==> src/rtl/sfsr_pkg.sv <==
/*
 * Package for the serial flash status register set: bit positions,
 * command codes, reset values and the protection mode encodings.
 * Assumes the command decoder outside delivers decoded command pulses.
 */
package sfsr_pkg;
    localparam int          ADDR_BITS      = 25;
    localparam int          BLOCK_SHIFT    = 16;
    // Status byte one.
    localparam int          BIT_BUSY       = 0;
    localparam int          BIT_LATCH      = 1;
    localparam int          BIT_LEVEL_LO   = 2;
    localparam int          BIT_LEVEL_HI   = 5;
    localparam int          BIT_BOTTOM     = 6;
    localparam int          BIT_LOCK_LO    = 7;
    // Status byte two, numbered within the byte.
    localparam int          BIT_ADDR_NOW   = 0;
    localparam int          BIT_FOUR_LANE  = 1;
    localparam int          BIT_PROG_PAUSE = 2;
    localparam int          BIT_SEC_LO     = 3;
    localparam int          BIT_SEC_HI     = 5;
    localparam int          BIT_LOCK_HI    = 6;
    localparam int          BIT_ERASE_PAUSE = 7;
    // Status byte three.
    localparam int          BIT_PROG_FAIL  = 2;
    localparam int          BIT_ERASE_FAIL = 3;
    localparam int          BIT_ADDR_BOOT  = 4;
    localparam int          BIT_DRIVE_LO   = 5;
    localparam int          BIT_DRIVE_HI   = 6;
    localparam int          BIT_PIN_FUNC   = 7;
    // Writable masks per byte; read-only and reserved bits never take write data.
    localparam logic [7:0]  WMASK_ONE      = 8'hfc;
    localparam logic [7:0]  WMASK_TWO      = 8'h7a;
    localparam logic [7:0]  WMASK_THREE    = 8'hf0;
    localparam logic [7:0]  RESET_ONE      = 8'h00;
    localparam logic [7:0]  RESET_TWO      = 8'h00;
    localparam logic [7:0]  RESET_THREE    = 8'h20;
    localparam logic [1:0]  DRIVE_FULL     = 2'h0;
    localparam logic [1:0]  DRIVE_3Q       = 2'h1;
    // Protection modes, {sr_lock_hi, sr_lock_lo}.
    localparam logic [1:0]  LOCK_SOFT      = 2'h0;
    localparam logic [1:0]  LOCK_PIN       = 2'h1;
    localparam logic [1:0]  LOCK_POWER     = 2'h2;
    localparam logic [1:0]  LOCK_FOREVER   = 2'h3;
    localparam logic [7:0]  CMD_SUSPEND    = 8'h75;
    localparam logic [7:0]  CMD_RESUME     = 8'h7a;
    localparam logic [7:0]  CMD_CLEAR_FLAG = 8'h30;
    typedef enum logic [1:0] { SFSR_OP_PROG, SFSR_OP_ERASE, SFSR_OP_STATUS } sfsr_op_type;
endpackage : sfsr_pkg

==> src/rtl/sfsr_protect_decode.sv <==
/*
 * Protected-region decoder: maps protect_level and protect_from_bottom to a
 * hit flag for a target address and an any-protected flag.
 * Assumes 64 KB blocks and a 512-block array.
 */
module sfsr_protect_decode
    import sfsr_pkg::*;
#(
    parameter int ABITS = ADDR_BITS
) (
    input  wire logic [3:0]       level,
    input  wire logic             fromBottom,
    input  wire logic [ABITS-1:0] addr,
    output logic                  hit,
    output logic                  anyProtected
);
    localparam int NBLK = ABITS - BLOCK_SHIFT;
    logic [NBLK-1:0] blk;
    logic [NBLK-1:0] span;
    logic            all;

    always_comb begin
        blk  = addr[ABITS-1:BLOCK_SHIFT];
        // Levels 1..9 protect 2^(level-1) blocks; 10 and above cover the array.
        all  = (level[3] & level[2]) | (level[3] & level[1]);
        span = '0;
        if (level != 4'h0 && level <= 4'ha) begin
            span = NBLK'(1) << (level - 4'h1);
        end
        anyProtected = (level != 4'h0);
        if (all || level == 4'hb) begin
            hit = (level != 4'hb) || 1'b1;
        end else if (level == 4'h0) begin
            hit = 1'b0;
        end else if (fromBottom) begin
            hit = (blk < span);
        end else begin
            hit = (blk >= NBLK'(~span + NBLK'(1)));
        end
    end
endmodule : sfsr_protect_decode

==> src/rtl/sfsr_status_regs.sv <==
/*
 * Status and configuration register set of a serial NOR flash.
 * Assumes an outside command decoder delivers one-cycle command strobes with
 * their data byte or target address, and an array engine that reports done
 * and failure. Non-volatile bits reload from the nv inputs on power-up.
 */
module sfsr_status_regs
    import sfsr_pkg::*;
#(
    parameter int ABITS = sfsr_pkg::ADDR_BITS
) (
    input  wire logic             ref_clk,
    input  wire logic             resetn,
    input  wire logic             powerUp,
    input  wire logic [7:0]       nvOne,
    input  wire logic [7:0]       nvTwo,
    input  wire logic [7:0]       nvThree,
    input  wire logic             writeArmCmd,
    input  wire logic             writeDisarmCmd,
    input  wire logic             softResetCmd,
    input  wire logic [1:0]       statusWriteSel,
    input  wire logic             statusWriteCmd,
    input  wire logic [7:0]       statusWriteData,
    input  wire logic             pageWriteCmd,
    input  wire logic             sectorClearCmd,
    input  wire logic             blockClearCmd,
    input  wire logic             wholeClearCmd,
    input  wire logic             otpTarget,
    input  wire logic [ABITS-1:0] targetAddr,
    input  wire logic [7:0]       plainCmd,
    input  wire logic             plainCmdValid,
    input  wire logic             enter4ByteCmd,
    input  wire logic             exit4ByteCmd,
    input  wire logic             opDone,
    input  wire logic             opFailed,
    input  wire logic             write_guard_pin,
    output logic [7:0]            statusOne,
    output logic [7:0]            statusTwo,
    output logic [7:0]            statusThree,
    output logic                  opStart,
    output logic [1:0]            opKind,
    output logic                  lanesQuad,
    output logic                  pausePinOn,
    output logic                  hwResetPinOn,
    output logic [1:0]            driveLevel
);
    logic [7:0]  one_r, one_nxt;
    logic [7:0]  two_r, two_nxt;
    logic [7:0]  three_r, three_nxt;
    sfsr_op_type op_r, op_nxt;
    logic        busy_r, busy_nxt;
    logic        start_r, start_nxt;
    logic        quad_r, pause_r, hwrst_r;
    logic [1:0]  drv_r;
    logic        protHit, anyProt;

    sfsr_protect_decode #(.ABITS(ABITS)) u_decode (
        .level        (one_r[BIT_LEVEL_HI:BIT_LEVEL_LO]),
        .fromBottom   (one_r[BIT_BOTTOM]),
        .addr         (targetAddr),
        .hit          (protHit),
        .anyProtected (anyProt)
    );

    logic [1:0] lockMode;
    logic       hwProtected;
    logic       statusWritable;
    logic       progOk, eraseOk, wholeOk;
    logic [7:0] wmask, merged;

    always_comb begin
        lockMode    = {two_r[BIT_LOCK_HI], one_r[BIT_LOCK_LO]};
        hwProtected = (lockMode == LOCK_PIN) && !write_guard_pin;
        statusWritable = one_r[BIT_LATCH] && !busy_r;
        case (lockMode)
            LOCK_SOFT:    statusWritable = statusWritable;
            LOCK_PIN:     statusWritable = statusWritable && write_guard_pin;
            LOCK_POWER:   statusWritable = 1'b0;
            LOCK_FOREVER: statusWritable = 1'b0;
            default:      statusWritable = 1'b0;
        endcase
        progOk  = one_r[BIT_LATCH] && !busy_r && !protHit && !otpTarget;
        eraseOk = one_r[BIT_LATCH] && !busy_r && !protHit && !otpTarget;
        wholeOk = one_r[BIT_LATCH] && !busy_r && !anyProt;
    end

    always_comb begin
        one_nxt   = one_r;
        two_nxt   = two_r;
        three_nxt = three_r;
        busy_nxt  = busy_r;
        op_nxt    = op_r;
        start_nxt = 1'b0;
        wmask  = 8'h00;
        merged = 8'h00;
        if (writeArmCmd && !busy_r) begin
            one_nxt[BIT_LATCH] = 1'b1;
        end
        if (writeDisarmCmd) begin
            one_nxt[BIT_LATCH] = 1'b0;
        end
        // The clear sits ahead of every setter, so a failure in the same cycle survives.
        if (plainCmdValid && plainCmd == CMD_CLEAR_FLAG) begin
            three_nxt[BIT_PROG_FAIL]  = 1'b0;
            three_nxt[BIT_ERASE_FAIL] = 1'b0;
        end
        if (statusWriteCmd && statusWritable) begin
            // Only writable bits merge in; read-only flags keep their state.
            case (statusWriteSel)
                2'h0: begin
                    wmask = WMASK_ONE;
                    if (hwProtected) begin
                        wmask = 8'h80;
                    end
                    merged = (one_r & ~wmask) | (statusWriteData & wmask);
                    one_nxt = {merged[7:2], one_nxt[1:0]};
                end
                2'h1: begin
                    wmask  = WMASK_TWO;
                    merged = (two_r & ~wmask) | (statusWriteData & wmask);
                    merged[BIT_SEC_HI:BIT_SEC_LO] = merged[BIT_SEC_HI:BIT_SEC_LO]
                        | two_r[BIT_SEC_HI:BIT_SEC_LO];
                    two_nxt = merged;
                end
                default: begin
                    wmask  = WMASK_THREE;
                    merged = (three_r & ~wmask) | (statusWriteData & wmask);
                    three_nxt = merged;
                end
            endcase
            one_nxt[BIT_LATCH] = 1'b0;
            busy_nxt  = 1'b1;
            op_nxt    = SFSR_OP_STATUS;
            start_nxt = 1'b1;
        end else if (pageWriteCmd && one_r[BIT_LATCH] && !busy_r) begin
            if (progOk) begin
                busy_nxt  = 1'b1;
                op_nxt    = SFSR_OP_PROG;
                start_nxt = 1'b1;
            end else begin
                three_nxt[BIT_PROG_FAIL] = 1'b1;
            end
            one_nxt[BIT_LATCH] = 1'b0;
        end else if ((sectorClearCmd || blockClearCmd || wholeClearCmd) && one_r[BIT_LATCH] && !busy_r) begin
            if ((wholeClearCmd && wholeOk) || (!wholeClearCmd && eraseOk)) begin
                busy_nxt  = 1'b1;
                op_nxt    = SFSR_OP_ERASE;
                start_nxt = 1'b1;
            end else begin
                three_nxt[BIT_ERASE_FAIL] = 1'b1;
            end
            one_nxt[BIT_LATCH] = 1'b0;
        end
        if (plainCmdValid && plainCmd == CMD_SUSPEND && busy_r && op_r != SFSR_OP_STATUS) begin
            two_nxt[BIT_ERASE_PAUSE] = (op_r == SFSR_OP_ERASE) | two_r[BIT_ERASE_PAUSE];
            two_nxt[BIT_PROG_PAUSE]  = (op_r == SFSR_OP_PROG) | two_r[BIT_PROG_PAUSE];
            busy_nxt = 1'b0;
        end
        if (plainCmdValid && plainCmd == CMD_RESUME
            && (two_r[BIT_ERASE_PAUSE] || two_r[BIT_PROG_PAUSE])) begin
            two_nxt[BIT_ERASE_PAUSE] = 1'b0;
            two_nxt[BIT_PROG_PAUSE]  = 1'b0;
            busy_nxt = 1'b1;
        end
        if (enter4ByteCmd) begin
            two_nxt[BIT_ADDR_NOW] = 1'b1;
        end
        if (exit4ByteCmd) begin
            two_nxt[BIT_ADDR_NOW] = 1'b0;
        end
        // Failure report wins over a clear arriving in the same cycle.
        if (opDone && busy_r) begin
            busy_nxt = 1'b0;
            if (opFailed && op_r == SFSR_OP_PROG) begin
                three_nxt[BIT_PROG_FAIL] = 1'b1;
            end
            if (opFailed && op_r == SFSR_OP_ERASE) begin
                three_nxt[BIT_ERASE_FAIL] = 1'b1;
            end
        end
        if (softResetCmd) begin
            one_nxt[BIT_LATCH]       = 1'b0;
            two_nxt[BIT_ERASE_PAUSE] = 1'b0;
            two_nxt[BIT_PROG_PAUSE]  = 1'b0;
            two_nxt[BIT_ADDR_NOW]    = three_r[BIT_ADDR_BOOT];
        end
        one_nxt[BIT_BUSY] = busy_nxt;
        // A power-supply lock survives only until the next power cycle.
        if (powerUp) begin
            one_nxt   = (nvOne & WMASK_ONE) | RESET_ONE;
            two_nxt   = (nvTwo & WMASK_TWO) | RESET_TWO;
            three_nxt = nvThree & WMASK_THREE;
            two_nxt[BIT_ADDR_NOW] = nvThree[BIT_ADDR_BOOT];
            if ({nvTwo[BIT_LOCK_HI], nvOne[BIT_LOCK_LO]} == LOCK_POWER) begin
                one_nxt[BIT_LOCK_LO] = 1'b0;
                two_nxt[BIT_LOCK_HI] = 1'b0;
            end
            busy_nxt  = 1'b0;
            start_nxt = 1'b0;
            one_nxt[BIT_BUSY] = 1'b0;
        end
    end

    always_ff @(posedge ref_clk or negedge resetn) begin
        if (!resetn) begin
            one_r   <= RESET_ONE;
            two_r   <= RESET_TWO;
            three_r <= RESET_THREE;
            busy_r  <= 1'b0;
            op_r    <= SFSR_OP_PROG;
            start_r <= 1'b0;
            quad_r  <= 1'b0;
            pause_r <= 1'b1;
            hwrst_r <= 1'b0;
            drv_r   <= DRIVE_3Q;
        end else begin
            one_r   <= one_nxt;
            two_r   <= two_nxt;
            three_r <= three_nxt;
            busy_r  <= busy_nxt;
            op_r    <= op_nxt;
            start_r <= start_nxt;
            quad_r  <= two_nxt[BIT_FOUR_LANE];
            pause_r <= !two_nxt[BIT_FOUR_LANE] && !three_nxt[BIT_PIN_FUNC];
            hwrst_r <= !two_nxt[BIT_FOUR_LANE] && three_nxt[BIT_PIN_FUNC];
            drv_r   <= three_nxt[BIT_DRIVE_HI:BIT_DRIVE_LO];
        end
    end

    always_comb begin
        statusOne    = one_r;
        statusTwo    = two_r;
        statusThree  = three_r;
        opStart      = start_r;
        opKind       = op_r;
        lanesQuad    = quad_r;
        pausePinOn   = pause_r;
        hwResetPinOn = hwrst_r;
        driveLevel   = drv_r;
    end

    AST_BUSY_FOLLOWS_START: assert property (@(posedge ref_clk) disable iff (!resetn)
        opStart |-> statusOne[BIT_BUSY]) else $error("busy not set with start");
    AST_NO_START_UNARMED: assert property (@(posedge ref_clk) disable iff (!resetn)
        (pageWriteCmd && !one_r[BIT_LATCH] && !powerUp) |=> !opStart) else $error("unarmed program started");
    AST_PROTECT_REJECT: assert property (@(posedge ref_clk) disable iff (!resetn)
        (pageWriteCmd && protHit && !powerUp) |=> !opStart) else $error("protected program started");
    AST_WHOLE_REJECT: assert property (@(posedge ref_clk) disable iff (!resetn)
        (wholeClearCmd && anyProt && !powerUp && !pageWriteCmd && !statusWriteCmd) |=> !opStart)
        else $error("whole clear ran on protected array");
    AST_LOCK_FOREVER: assert property (@(posedge ref_clk) disable iff (!resetn)
        (lockMode == LOCK_FOREVER && !powerUp) |=> $stable(one_r[7:2])) else $error("locked byte changed");
    AST_SECURE_STICKY: assert property (@(posedge ref_clk) disable iff (!resetn)
        (two_r[BIT_SEC_HI:BIT_SEC_LO] != 3'h0 && !powerUp) |=> two_r[BIT_SEC_HI:BIT_SEC_LO] != 3'h0)
        else $error("security lock cleared");
    AST_CLEAR_FAIL: assert property (@(posedge ref_clk) disable iff (!resetn)
        (plainCmdValid && plainCmd == CMD_CLEAR_FLAG && !busy_r && !pageWriteCmd && !sectorClearCmd
         && !blockClearCmd && !wholeClearCmd && !powerUp) |=> !three_r[BIT_PROG_FAIL] && !three_r[BIT_ERASE_FAIL])
        else $error("fail flags not cleared");
    AST_PIN_FUNC: assert property (@(posedge ref_clk) disable iff (!resetn)
        lanesQuad |-> !pausePinOn && !hwResetPinOn) else $error("pin function active in four-lane mode");
    AST_BUSY_CLEARS: assert property (@(posedge ref_clk) disable iff (!resetn)
        (opDone && busy_r && !powerUp && !(plainCmdValid && plainCmd == CMD_RESUME)) |=> !statusOne[BIT_BUSY])
        else $error("busy stayed after done");
    AST_STATUS_REFUSED: assert property (@(posedge ref_clk) disable iff (!resetn)
        (statusWriteCmd && !one_r[BIT_LATCH] && !powerUp) |=> $stable(one_r[7:2]) && !opStart)
        else $error("unarmed status write took effect");
    AST_LOCK_PIN: assert property (@(posedge ref_clk) disable iff (!resetn)
        (statusWriteCmd && lockMode == LOCK_PIN && !write_guard_pin && !powerUp) |=> $stable(one_r[7:2]))
        else $error("status write passed with guard pin low");
    AST_PAUSE_CLEARED: assert property (@(posedge ref_clk) disable iff (!resetn)
        (softResetCmd && !powerUp) |=> !two_r[BIT_ERASE_PAUSE] && !two_r[BIT_PROG_PAUSE])
        else $error("paused flag survived software reset");
    AST_FAIL_ON_OTP: assert property (@(posedge ref_clk) disable iff (!resetn)
        (pageWriteCmd && otpTarget && one_r[BIT_LATCH] && !busy_r && !statusWriteCmd && !powerUp)
        |=> three_r[BIT_PROG_FAIL] && !opStart) else $error("locked area program not flagged");
    AST_ADDR_BOOT: assert property (@(posedge ref_clk) disable iff (!resetn)
        powerUp |=> statusTwo[BIT_ADDR_NOW] == $past(nvThree[BIT_ADDR_BOOT])) else $error("boot address width wrong");
    AST_LATCH_CLEARED: assert property (@(posedge ref_clk) disable iff (!resetn)
        (statusWriteCmd && statusWritable && !powerUp) |=> !one_r[BIT_LATCH])
        else $error("write latch kept after status write");
endmodule : sfsr_status_regs

==> config.mk <==
export PLATFORM = sky130hd
export DESIGN_NAME = sfsr_status_regs
export DESIGN_NICKNAME = d
export VERILOG_FILES = /design/src/rtl/sfsr_pkg.sv /design/src/rtl/sfsr_protect_decode.sv /design/src/rtl/sfsr_status_regs.sv
export SDC_FILE = /design/constraint.sdc
export NUM_CORES = 1
export LEC_CHECK = 0
export ABC_AREA = 1
export ABC_CLOCK_PERIOD_IN_PS = 2850
export BUFFER_PORTS_ARGS = -buffer_cell sky130_fd_sc_hd__buf_2
export CORE_MARGIN = 2
export CORE_UTILIZATION = 45
export CTS_BUF_LIST = sky130_fd_sc_hd__clkbuf_8
export DETAILED_ROUTE_END_ITERATION = 7
export GPL_ROUTABILITY_DRIVEN = 0
export PLACE_DENSITY_LB_ADDON = 0.1
export SKIP_CTS_REPAIR_TIMING = 1
export SLEW_MARGIN = 10
export SYNTH_ARGS = -nofsm -noshare
export SYNTH_HDL_FRONTEND = slang
export SYNTH_SLANG_ARGS = --single-unit
==> constraint.sdc <==
create_clock -name ref_clk -period 2.85 [get_ports ref_clk]
set_input_delay 0 -clock ref_clk [delete_from_list [all_inputs] [get_ports ref_clk]]
set_output_delay 0 -clock ref_clk [all_outputs]
set_load 0.01 [all_outputs]
Yosys cells after proc, flatten, opt, wreduce, memory -nomap -nowiden
Cells that the tools add are included.
W data, S select, Z words.
Cells by class
  reduce and logical (&&, ||, !) cells: 61
  shift operators: 1
  multiplexer cells: 65
  $add $sub $neg: 2
  bitwise gates (word level): 13
  magnitude comparators: 3
  eq/ne operators: 13
Operator list (number)
  $mux W8: 9
  $mux W1: 42
  $logic_and A1 B1 Y1: 26
  $reduce_bool A5 Y1: 4
  $mux W2: 9
  $and A8 B8 Y8: 2
  $eq A8 B7 Y1 const B: 2
  $reduce_and A2 Y1: 5
  $add A9 B1 Y9 const B: 1
  $ge A9 B9 Y1: 1
  $lt A9 B9 Y1: 1
  $mux W9: 1
  $not A9 Y9: 1
  $shl A1 B4 Y9 const A: 1
  $eq A8 B6 Y1 const B: 1
  $logic_not A1 Y1: 8
  $not A8 Y8: 1
  $or A4 B8 Y8: 1
  $or A8 B7 Y8: 1
  $or A8 B8 Y8: 1
  $mux W7: 1
  $eq A2 B1 Y1 const B: 3
  $eq A2 B2 Y1 const B: 3
  $logic_not A2 Y1: 3
  other kinds (19): 30
Storage, ports and cells
  input bits: 85
  register bits after elaboration: 32
  output and inout port bits: 32
  word-level logic and storage cells: 172

Depth between registers and ports, before layout
Gate-level depths: netlist of the first run.
  depth after elaboration: 23
  mapped depth: 23
  gate-level depth less buffers: 23

Modules after synthesis
A second synthesis of the first run with hierarchy kept.
Unflattened totals
  cell total of the unflattened synthesis: 344
  area, all modules: 2252.2 um2
Modules (own cells, without submodules)
  sfsr_status_regs: instances 1, area each 1596.5 um2, seq. area each 678.2 um2, cells an instance 226
  sfsr_protect_decode: instances 1, area each 655.6 um2, seq. area each 0.0 um2, cells an instance 118

Worst setup path after synthesis of the first run
No wires, ideal clock.
  path kind: register -> register
  start point: register one_r[3], in the netlist statusOne[3]
  end point: register one_r[0], in the netlist statusOne[0]
  path buffers: 0
  setup time: 0.127 ns
  period minus slack after synthesis: 2.582 ns
  required time: 2.723 ns
  arrival: 2.455 ns
  setup slack: 0.268 ns
  stages on the path, launching flop included: 24
  cells stage by stage: dfrtp_1 > nor2_1 > nand2_1 > nor2_1 > inv_1 > ha_1 > inv_1 > nor2_1 > inv_1 > a21boi_0 > ha_1 > nand2_1 > nor2_1 > inv_1 > nor2_1 > nor2_1 > nand3_2 > nand3_2 > nand3_1 > nand2_1 > inv_2 > nand3_2 > nand2_2 > a21oi_2
On the way
  cells in the longest elaborated chain, start to end: 22
  elaborated cells on any way between the ends: 35
  classes of those cells: add/sub (2); order compare (3); eq/ne (1); shift (1); mux (13); bitwise (3); reduce/logical (12)
RTL lines
  from (decl): RTL line sfsr_status_regs.sv:47  | logic [7:0] one_r, one_nxt;
  from (signal assigned): RTL line sfsr_status_regs.sv:217  | one_r <= one_nxt;
  $sub A4 B1 Y4 (tied with other cells): RTL line sfsr_protect_decode.sv:28  | span = NBLK'(1) << (level - 4'h1);
  $shl A1 B4 Y9 / $logic_and A1 B1 Y1 (equally long branches): RTL line sfsr_protect_decode.sv:28, sfsr_protect_decode.sv:27
  $mux W9: RTL line sfsr_protect_decode.sv:27  | if (level != 4'h0 && level <= 4'ha) begin
  $not A9 Y9: RTL line sfsr_protect_decode.sv:38  | hit = (blk >= NBLK'(~span + NBLK'(1)));
  $add A9 B1 Y9: RTL line sfsr_protect_decode.sv:38
  $ge A9 B9 Y1: RTL line sfsr_protect_decode.sv:38
  $mux W1: RTL line sfsr_protect_decode.sv:35  | end else if (fromBottom) begin
  $mux W1: RTL line sfsr_protect_decode.sv:33  | end else if (level == 4'h0) begin
  (+6 left out)
  $mux W1: RTL line sfsr_status_regs.sv:145  | if ((wholeClearCmd && wholeOk) || (!wholeClearCmd && eraseOk)) begin
  $mux W1: RTL line sfsr_status_regs.sv:144  | end else if ((sectorClearCmd || blockClearCmd || wholeClearCmd) && one_r[BIT_LATCH] && !busy_r) begin
  $mux W1 (*): RTL line sfsr_status_regs.sv:135  | end else if (pageWriteCmd && one_r[BIT_LATCH] && !busy_r) begin
  $mux W1 (*): RTL line sfsr_status_regs.sv:107  | if (statusWriteCmd && statusWritable) begin
  $mux W1 (*): RTL line sfsr_status_regs.sv:154  | if (plainCmdValid && plainCmd == CMD_SUSPEND && busy_r && op_r != SFSR_OP_STATUS) begin
  $mux W1 (*): RTL line sfsr_status_regs.sv:159  | if (plainCmdValid && plainCmd == CMD_RESUME
  $mux W1 (*): RTL line sfsr_status_regs.sv:172  | if (opDone && busy_r) begin
  $mux W8 (*): RTL line sfsr_status_regs.sv:189  | if (powerUp) begin
Every way passes the cells marked *; elsewhere a longest branch is shown, timed or not.
A chain may end at the register's enable or synchronous reset.

Worst setup path in the final report of the first run
  start point: register one_r[4], in the netlist statusOne[4]
  end point: register one_r[0], in the netlist statusOne[0]
The elaborated chain is that of the path after synthesis.

==> results by group, run 1 <==
Routing
  • Final antenna-violating net count: 0
  • Iteration-0 DRC Markers: 80
  • WL final: around 5900 um
  • Vias: 2377
  • Vias per cell: 4.851
  • Post-DR wirelength/cell: 12.11 um
  • Drc violations: 0
  • TritonRoute pass-1 iters: 4

Clock tree
  • CTS tree: built
  • Clock Sinks: 27
  • Reg clk slew, reported paths: 100 ps
  • Root Driver: clkbuf_8
  • Skew-Pair Late Insertion Delay: 280 ps
  • Htree depth: 1
  • CTS max path bufs: 2
  • CTS buffer count: 3

Setup path
  • Reg2Reg Setup Slack: 190 ps
  • CP startpoint: statusOne[4]
  • Critical path endpoint: statusOne[0]
  • CP Class: reg2reg
  • Crit path arrival time: 2880 ps
  • Reg2reg path depth: 23
  • Reg-to-Reg Start: statusOne[4]
  • Max Fanout on Critical Path: 4
  • Startpoint Class: flop
  • CP Capture Type: flop
  • CP Data Required Time: 3070 ps
  • FF-to-FF End: statusOne[0]

Run status
  • Failing checks: negative hold slack
  • Status: complete, but fails checks

Yosys
  • Mean area per synthesized cell: 7.023 um2
  • Post-synth cell types: 39
  • Number of synthesized flops with an enable pin: 0
  • Seq/Total Area, Yosys: between 30% and 40%
  • Synthesized flop and latch total: 27
  • Post-synth ARST share: between 90% and 100%
  • Mapped cell area: 2212 um2
  • Synth warn: 0
  • Synth Flop Type: dfrtp_1
  • Syn Inst Count: between 300 and 400

Timing
  • Slew Limit Fails: 0
  • Setup TNS: 0 ps
  • Fin Hold WS: -30.37 ps
  • Final Hold Viols: 4
  • Worst Clk Skew: approximately 12 ps
  • Final worst path period share: around 93%
  • Highest Clock Rate: 376.2 MHz
  • Slew headroom: 59.00%
  • Setup Viol. Count Final: 0
  • Shortest period the worst path allows: 2658 ps
  • Worst Max-Slew Pin Slew: 615.0 ps

Power and ir drop
  • Sequential power share: 41.7%
  • Switching Power: 0.3957 mW
  • Pwr dens: 366.2 nW/um2
  • Switching share of power: 36.01%
  • Int Pwr: 0.7032 mW
  • Combinational fraction of design power: 37.8%
  • Peak supply drop: 0.3022 mV
  • Static leakage: around 1.6 nW
  • Clock Power Share: 20.4%

Floorplan
  • Initial core utilization: 46.83%
  • Die area: 5492 um2
  • Site Rows: 25
  • I/O pin count: 117
  • Core area: approximately 4700 um2
  • Die Width: ~74 um
  • Die Span Y: 74.11 um

Placement
  • IO buf count: 88
  • Post-DP Area: between 2000 and 3000 um2
  • DP HPWL: about 4700 um

Job
  • Max_cap viols: 0

Layout
  • Fillers: 453
  • Seq. cell area: just under 700 um2
  • Nets: 527
  • Synth-to-Final Area Change: 35.63%
  • Inserted Diodes: 0
  • Multi-input gate area: 1313 um2
  • Most frequent cells in the layout: buf_2, nand2_1, inv_1, nor2_1, nand3_1
  • Final instance area: 3000 um2
  • Share of layout cells above drive strength 1: 36.17%
  • Commonest non-fill, non-tap cell in the layout: buf_2

Hold path
  • Hold depth: 3
  • Min-delay src: nvThree[4]
  • Worst Hold Class: in2reg

GRT
  • Vias in the first global route: 2032
  • First-pass GRT wire length: 9059 um
  • Gr ovfl total: 0
  • Pin count of the biggest net entering global routing: 28
  • Initial antenna violation count: 0
  • GRT Util Overall: 21.18%
per-layer routing:
layer  part of all wire (%)  vias to the layer above  global-route usage, %
met1                     47                     1049                  28.76
met2                     46                       92                  33.83
li1                       -                     1224                      -
met4                    1.6                        0                  6.869
met3                    6.0                       12                  4.472
met5                      0                        -                      0
power by group through the flow:
stage / Clock [mW] / Sequential (mW) / Combinational (mW)
CTS: 0.227 / 0.454 / 0.377
detailed placement: 0 / 0.461 / 0.376
global route: 0.246 / 0.465 / 0.474
global placement: 0 / 0.460 / 0.366
floorplan: 0 / 0.473 / 0.219
finish: 0.225 / 0.458 / 0.416
worst min-delay path by stage:
stage | slack [ps] | to
after floorplan | -300 | hwResetPinOn
after global placement | 40 | statusTwo[2]
after detailed placement | 50 | statusTwo[7]
after CTS | -260 | statusTwo[7]
after global routing | 8 | statusTwo[0]
final | -30 | statusTwo[0]
through the flow:
| step | hold slack, ps | setup slack, ps | cells | util (%) | power, mW |
|---|---|---|---|---|---|
| after CTS | -265.0 | 66.57 | 469 | 58.30 | 1.058 |
| final | -30.37 | 191.9 | 490 | 63.52 | 1.099 |
| after global routing | 7.857 | -22.36 | 490 | 63.52 | 1.185 |
| after floorplan | -295.6 | 268.4 | 316 | - | 0.6920 |
| after global placement | 43.69 | 100.6 | 465 | 57.32 | 0.8268 |
| after detailed placement | 46.06 | 65.75 | 465 | 57.32 | 0.8370 |
worst max-delay path, stage by stage (launching register included):
cell	delay (ps)
dfrtp_2	460
nor2_4	120
nand2_1	70
nor2_2	130
inv_1	60
ha_2	180
inv_2	80
nor2_4	50
nand3_1	70
a21boi_1	150
ha_1	260
nand2_1	100
nor2_2	50
inv_1	50
nor2_1	40
nor2_1	120
nand3_2	90
nand3_2	90
nand3_2	80
nand2_1	80
nand2_2	80
nand3_2	70
nand2_2	50
a21oi_2	100
sequential cells by signal, indices dropped and copies added, names as in the netlist:
| register | flops |
|---|---|
| driveLevel | 1 |
| hwResetPinOn | 1 |
| opKind | 2 |
| opStart | 1 |
| pausePinOn | 1 |
| statusOne | 8 |
| statusThree | 5 |
| statusTwo | 8 |
area by class of cell:
type	count	share of cell area, %
clock buffer	3	1.376
clock inverter	1	0.1668
inverter	51	6.589
multi-input combinational	227	43.74
sequential	27	22.73
tap	67	2.794
timing repair buffer	114	22.60
cells in the mapped netlist, types with 4 or more instances:
cell type  number  area, um2
nand3_2         4      40.04
o211ai_1        4      30.03
a21oi_1        14      70.07
inv_2           8      30.03
dfrtp_1        25      625.6
nor2_1         41      153.9
buf_4           7      52.55
inv_1          40      150.1
nand2_1        81      304.0
ha_1           18      225.2
nor4_1          4      25.02
nand3_1        24      120.1
cell families after synthesis:
logic type / count (synthesis) / synth area share, %
simple gates: 170 / 35.24
buf+inv: 62 / 12.10
compound gates: 36 / 11.26
flops: 27 / 30.66
fa+ha+maj: 18 / 10.18
xor+xnor: 1 / 0.3960
other cells: 1 / 0.1695
Power figures use the tool's default switching activity.
==> inputs of run 2 (changes only) <==
HOLD_SLACK_MARGIN = 0.15   (was default)
==> results by group, run 2 (synthesized netlist as in run 1, its figures left out) <==
Clock tree
  • Reg clk slew, reported paths: 100 ps (about the same)
  • Htree depth: 1 (unchanged)
  • CTS max path bufs: 2 (unchanged)
  • Clock Sinks: 27 (unchanged)
  • Skew-Pair Late Insertion Delay: 280 ps (about the same)
  • CTS buffer count: 3 (unchanged)
  • CTS tree: built
  • Root Driver: clkbuf_8

Setup path
  • Buf/Inv on CP: 3 (unchanged)
  • Max Fanout on Critical Path: 4 (unchanged)
  • Crit path arrival time: 2880 ps (about the same)
  • Worst path top cell family by delay: simple AND/OR/NAND/NOR gates
  • Slowest-stage cell, CP: dfrtp_2
  • CP cell instances: nor2_4 > nand2_1 > nor2_2 > inv_1 > ha_2 > inv_2 > nor2_4 > nand3_1 > a21boi_1 > ha_1 > nand2_1 > nor2_2 > inv_1 > nor2_1 > nor2_1 > nand3_2 > nand3_2 > nand3_2 > nand2_1 > nand2_2 > nand3_2 > nand2_2 > a21oi_2
  • Max stage delay on crit path: 460 ps (about the same)
  • CP Data Required Time: 3070 ps (about the same)
  • Reg2Reg Setup Slack: 190 ps (about the same)
  • Startpoint Class: flop
  • CP Class: reg2reg
  • Most common cell on crit path: nand3_2
  • CP Capture Type: flop

Layout
  • Most frequent cells in the layout: buf_2, nand2_1, dlygate4sd3_1, inv_1, nor2_1
  • Synth-to-Final Area Change: 46.04%
  • Fin cells: 513 (+4.7%)
  • Commonest non-fill, non-tap cell in the layout: buf_2
  • Inserted Diodes: 0 (unchanged)
  • Nets: 550 (+4.4%)
  • Share of layout cells above drive strength 1: 34.30% (-1.9 points)

Job
  • Max_cap viols: 0 (unchanged)

GRT
  • Gr ovfl total: 0 (unchanged)
  • Pin count of the biggest net entering global routing: 28 (unchanged)
  • Initial antenna violation count: 0 (unchanged)
  • Vias in the first global route: 2032 (unchanged)
  • GRT Util Overall: 21.18% (unchanged)
  • First-pass GRT wire length: 9059 um (unchanged)

Floorplan
  • Initial core utilization: 46.83% (unchanged)
  • Die Width: 74.11 um (unchanged)
  • I/O pin count: 117 (unchanged)
  • Site Rows: 25 (unchanged)
  • Die Span Y: 74.11 um (unchanged)
  • Die area: 5492 um2 (unchanged)
  • Core area: 4723 um2 (unchanged)

Routing
  • Vias: 2479 (+4.3%)
  • Post-DR wirelength/cell: 12.45 um (+2.8%)
  • TritonRoute pass-1 iters: 5 (+1)
  • WL final: 6386 um (+7.6%)
  • Final antenna-violating net count: 0 (unchanged)
  • Drc violations: 0 (unchanged)
  • Vias per cell: 4.832 (-0.38%)
  • Iteration-0 DRC Markers: 88 (+10%)

Timing
  • Highest Clock Rate: 376.0 MHz (about the same)
  • Worst Max-Slew Pin Slew: 596.4 ps (-18.56 ps)
  • Shortest period the worst path allows: 2659 ps (+1.107 ps)
  • Slew headroom: 60.24% (+1.2 points)
  • Setup TNS: 0 ps (unchanged)
  • Worst Clk Skew: 11.06 ps (-1.210 ps)
  • Setup Viol. Count Final: 0 (unchanged)
  • Slew Limit Fails: 0 (unchanged)
  • Final worst path period share: 93.31% (about the same)
  • Final Hold Viols: 0 (-4)

Power and ir drop
  • Peak supply drop: 0.2545 mV (-16%)
  • PnR Total Power: 1.136 mW (+3.3%)
  • Pwr dens: 351.5 nW/um2 (-4.0%)
  • Static leakage: 1.691 nW (+6.0%)

Placement
  • IO buf count: 88 (unchanged)
  • DP HPWL: 4692 um (unchanged)
  • Dpl cells: 465 (unchanged)

Hold path
  • Worst Hold Class: in2reg

Run status
  • Status: complete, no violations
-- run 2: cell count changes in the layout (fill, tap and decap cells not counted), sizes merged --
| cell | delta |
|---|---|
| dlygate4sd3 | +23 |
-- run 2: routing by layer --
layer	track usage, %	vias to the layer above	wire length, um
met2	33.83	96	2990
met3	4.472	17	370
met1	28.76	1097	2869
met4	6.869	0	155
li1	-	1269	-
met5	0	-	0
-- run 2: worst reg2reg max path: stages, from the launching register on --
cell	delay (ps)
dfrtp_2	460
nor2_4	120
nand2_1	70
nor2_2	130
inv_1	60
ha_2	180
inv_2	80
nor2_4	50
nand3_1	70
a21boi_1	150
ha_1	260
nand2_1	100
nor2_2	50
inv_1	50
nor2_1	40
nor2_1	120
nand3_2	90
nand3_2	90
nand3_2	80
nand2_1	80
nand2_2	80
nand3_2	70
nand2_2	50
a21oi_2	100
-- run 2: per-stage QoR --
step | utilization, % | instance area [um2] | setup WS, ps | hold slack, ps
2_1_floorplan | - | 2216 | 268.4 | -295.6
3_3_place_gp | 57.32 | 2708 | 100.6 | 43.69
3_5_place_dp | 57.32 | 2708 | 65.75 | 46.06
4_1_cts | 58.30 | 2754 | 66.57 | -265.0
5_1_grt | 68.40 | 3231 | -19.67 | 171.4
6_report | 68.40 | 3231 | 190.8 | 159.3
-- run 2: report_power, final --
part | total [mW] | internal [mW] | switching, mW
clock network | 0.227 | 0.0983 | 0.129
registers | 0.458 | 0.421 | 0.0377
logic | 0.450 | 0.211 | 0.240
total | 1.14 | 0.730 | 0.406
-- run 2: worst paths after layout --
kind	startpoint	endpoint	depth (start not counted)
min in group asynchronous	resetn	statusTwo[7]	2
min reg2reg	driveLevel[0]	driveLevel[0]	2
min	powerUp	statusThree[3]	2
max reg2reg	statusOne[4]	statusOne[0]	23
max in group asynchronous	resetn	statusOne[3]	2
max	statusOne[4]	statusOne[0]	23
-- run 2: area by class of cell --
type                            instances  area [um2]
Inverter                               51       197.7
Clock buffer                            3       41.29
Tap cell                               67       83.83
Multi-Input combinational cell        227        1313
Fill cell                             424        1493
Timing Repair Buffer                  137       908.4
Clock inverter                          1       5.005
Sequential cell                        27       681.9
==> inputs of run 3 (changes only) <==
SYNTH_HIERARCHICAL = 1   (was default)
TNS_END_PERCENT = 20   (was default)
==> results by group, run 3 <==
Run status
  • Status: complete, but fails checks
  • Failing checks: negative setup slack

Timing
  • Worst Clk Skew: 4.117 ps (-6.945 ps)
  • Shortest period the worst path allows: 2951 ps (+291.4 ps)
  • Fin worst setup slack: -100.7 ps (-291.4 ps)
  • Setup TNS: -224.4 ps (-224.4 ps)
  • Slew headroom: 58.68% (-1.6 points)
  • Highest Clock Rate: 338.9 MHz (-9.9%)
  • Setup Viol. Count Final: 5 (+5)
  • Final worst path period share: 103.5% (+10 points)
  • Slew Limit Fails: 0 (unchanged)
  • RSZ-0062 raised after global routing: yes
  • Worst Max-Slew Pin Slew: 619.8 ps (+23.43 ps)
  • Final Hold Viols: 0 (unchanged)
  • Fin Hold WS: 132.6 ps (-26.70 ps)

Placement
  • IO buf count: 88 (unchanged)
  • Placement Setup Slack: -152.7 ps (-218.4 ps)
  • DP HPWL: 4713 um (+0.44%)
  • Dpl cells: 503 (+8.2%)

GRT
  • Initial antenna violation count: 0 (unchanged)
  • First-pass GRT wire length: 9584 um (+5.8%)
  • GRT Util Overall: 21.86% (+0.68 points)
  • Pin count of the biggest net entering global routing: 28 (unchanged)
  • Vias in the first global route: 2231 (+9.8%)
  • Gr ovfl total: 0 (unchanged)

Clock tree
  • CTS buffer count: 3 (unchanged)
  • CTS tree: built
  • CTS max path bufs: 2 (unchanged)
  • Htree depth: 1 (unchanged)
  • Reg clk slew, reported paths: 100 ps (about the same)
  • Skew-Pair Late Insertion Delay: 280 ps (about the same)
  • Root Driver: clkbuf_8
  • Clock Sinks: 27 (unchanged)

Yosys
  • Number of synthesized flops with an enable pin: 0 (unchanged)
  • Synthesized flop and latch total: 27 (unchanged)
  • Top-count cell post-synth: nand2_1
  • Mean area per synthesized cell: 6.547 um2 (-6.8%)
  • Top cells by count, synth: nand2_1, inv_1, nor2_1, nand3_1, dfrtp_1
  • Synth Flop Type: dfrtp_1
  • Dominant cells by area after synthesis: dfrtp_1, nand2_1, ha_1
  • Post-synth ARST share: 100.0% (unchanged)
  • Post-synth top area share: 27.78% (-0.50 points)
  • Cell taking the most area after synthesis: dfrtp_1
  • Mapped cell area: 2252 um2 (+1.8%)
  • Syn Inst Count: 344 (+9.2%)
  • Post-synth cell types: 32 (-18%)
  • Synth warn: 6 (+6)
  • Seq/Total Area, Yosys: 30.11% (-0.54 points)

Routing
  • Final antenna-violating net count: 0 (unchanged)
  • Drc violations: 0 (unchanged)
  • Iteration-0 DRC Markers: 113 (+28%)
  • Post-DR wirelength/cell: 11.76 um (-5.5%)
  • TritonRoute pass-1 iters: 4 (-1)
  • Vias: 2621 (+5.7%)
  • WL final: 6503 um (+1.8%)
  • Vias per cell: 4.740 (-1.9%)

Layout
  • Utilization after layout: 70.51% (+2.1 points)
  • Commonest non-fill, non-tap cell in the layout: nand2_1
  • Most frequent cells in the layout: nand2_1, buf_2, inv_1, dlygate4sd3_1, nor2_1
  • Share of layout cells above drive strength 1: 31.07% (-3.2 points)
  • Fin cells: 553 (+7.8%)
  • Inserted Diodes: 0 (unchanged)
  • Nets: 590 (+7.3%)
  • Synth-to-Final Area Change: 49.83%

Job
  • Max_cap viols: 0 (unchanged)

Setup path
  • Max Fanout on Critical Path: 3 (-1)
  • CP Class: reg2reg
  • CP Data Required Time: 3060 ps (about the same)
  • Startpoint Class: flop
  • Crit path arrival time: 3160 ps (+280 ps)
  • CP Capture Type: flop

Power and ir drop
  • Pwr dens: 347.7 nW/um2 (-1.1%)
  • Peak supply drop: 0.2502 mV (-1.7%)
  • Static leakage: 1.798 nW (+6.3%)

Floorplan
  • Die Width: 74.75 um (+0.86%)
  • Core area: 4786 um2 (+1.3%)
  • Initial core utilization: 47.06% (+0.22 points)
  • Site Rows: 25 (unchanged)
  • Die Span Y: 74.75 um (+0.86%)
  • I/O pin count: 117 (unchanged)
  • Die area: 5587 um2 (+1.7%)

Hold path
  • Worst Hold Class: in2reg
## run 3: area by class of cell
| cell class | count | area (um2) |
|---|---|---|
| clock buffers | 3 | 41.29 |
| clock inverters | 1 | 7.507 |
| fillers | 438 | 1411 |
| inverters | 50 | 187.7 |
| multi-input cells | 259 | 1388 |
| flip-flops and latches | 27 | 681.9 |
| well taps | 67 | 83.83 |
| repair buffers | 146 | 984.7 |
## run 3: worst paths after layout
path	end	cells past startpoint	slack (ps)	start
min reg2reg	statusTwo[2]	2	540	statusTwo[2]
min	statusOne[4]	4	130	statusWriteSel[0]
max in group asynchronous	statusOne[5]	2	2150	resetn
max	statusOne[0]	26	-100	statusOne[3]
min in group asynchronous	statusTwo[2]	2	260	resetn
max reg2reg	statusOne[0]	26	-100	statusOne[3]
## run 3: cell families after synthesis
| family | share of synthesized area (%) |
|---|---|
| AO/OA/AOI/OAI | 8.279 |
| XOR/XNOR | 0.3890 |
| adder cells (fa/ha/maj) | 10.00 |
| buffers and inverters | 11.17 |
| flip-flops | 30.11 |
| other | 0.1665 |
| AND/OR/NAND/NOR | 39.89 |
## run 3: per-stage QoR
| stage | area (um2) | total power, mW |
|---|---|---|
| 2_1_floorplan | 2262 | 0.7081 |
| 3_3_place_gp | 2813 | 0.8629 |
| 3_5_place_dp | 2813 | 0.8692 |
| 4_1_cts | 2861 | 1.104 |
| 5_1_grt | 3374 | 1.271 |
| 6_report | 3374 | 1.173 |
## run 3: report_power, final
| part | leakage [nW] | internal [mW] | switching (mW) | total, mW |
|---|---|---|---|---|
| Sequential | 0.331 | 0.422 | 0.0311 | 0.454 |
| Combinational | 1.45 | 0.228 | 0.260 | 0.487 |
| Clock | 0.0217 | 0.0995 | 0.133 | 0.232 |
## run 3: critical path: stages (launching register included)
cell,delay [ps]
dfrtp_2,450
inv_1,80
nor2_1,60
nand2_1,120
ha_2,200
inv_2,50
nor2_4,90
inv_2,50
nor2_2,60
nand2_1,60
xor2_1,150
ha_1,320
nand2_2,90
nor2_2,40
nand2_1,50
nor2_1,40
nor2_1,90
nand3_1,100
nand3_2,80
nand2_2,60
o21ai_2,140
inv_2,60
nor2_4,120
nand2_2,70
nand3_2,80
nand2_1,50
a21oi_1,130
## run 3: metal layers
layer | GRT usage (%) | vias up | share of wire, %
met1 | 29.87 | 1169 | 45
met5 | 0 | - | 0
met3 | 3.213 | 10 | 4.9
li1 | - | 1360 | -
met4 | 5.556 | 0 | 1.5
met2 | 36.58 | 82 | 48
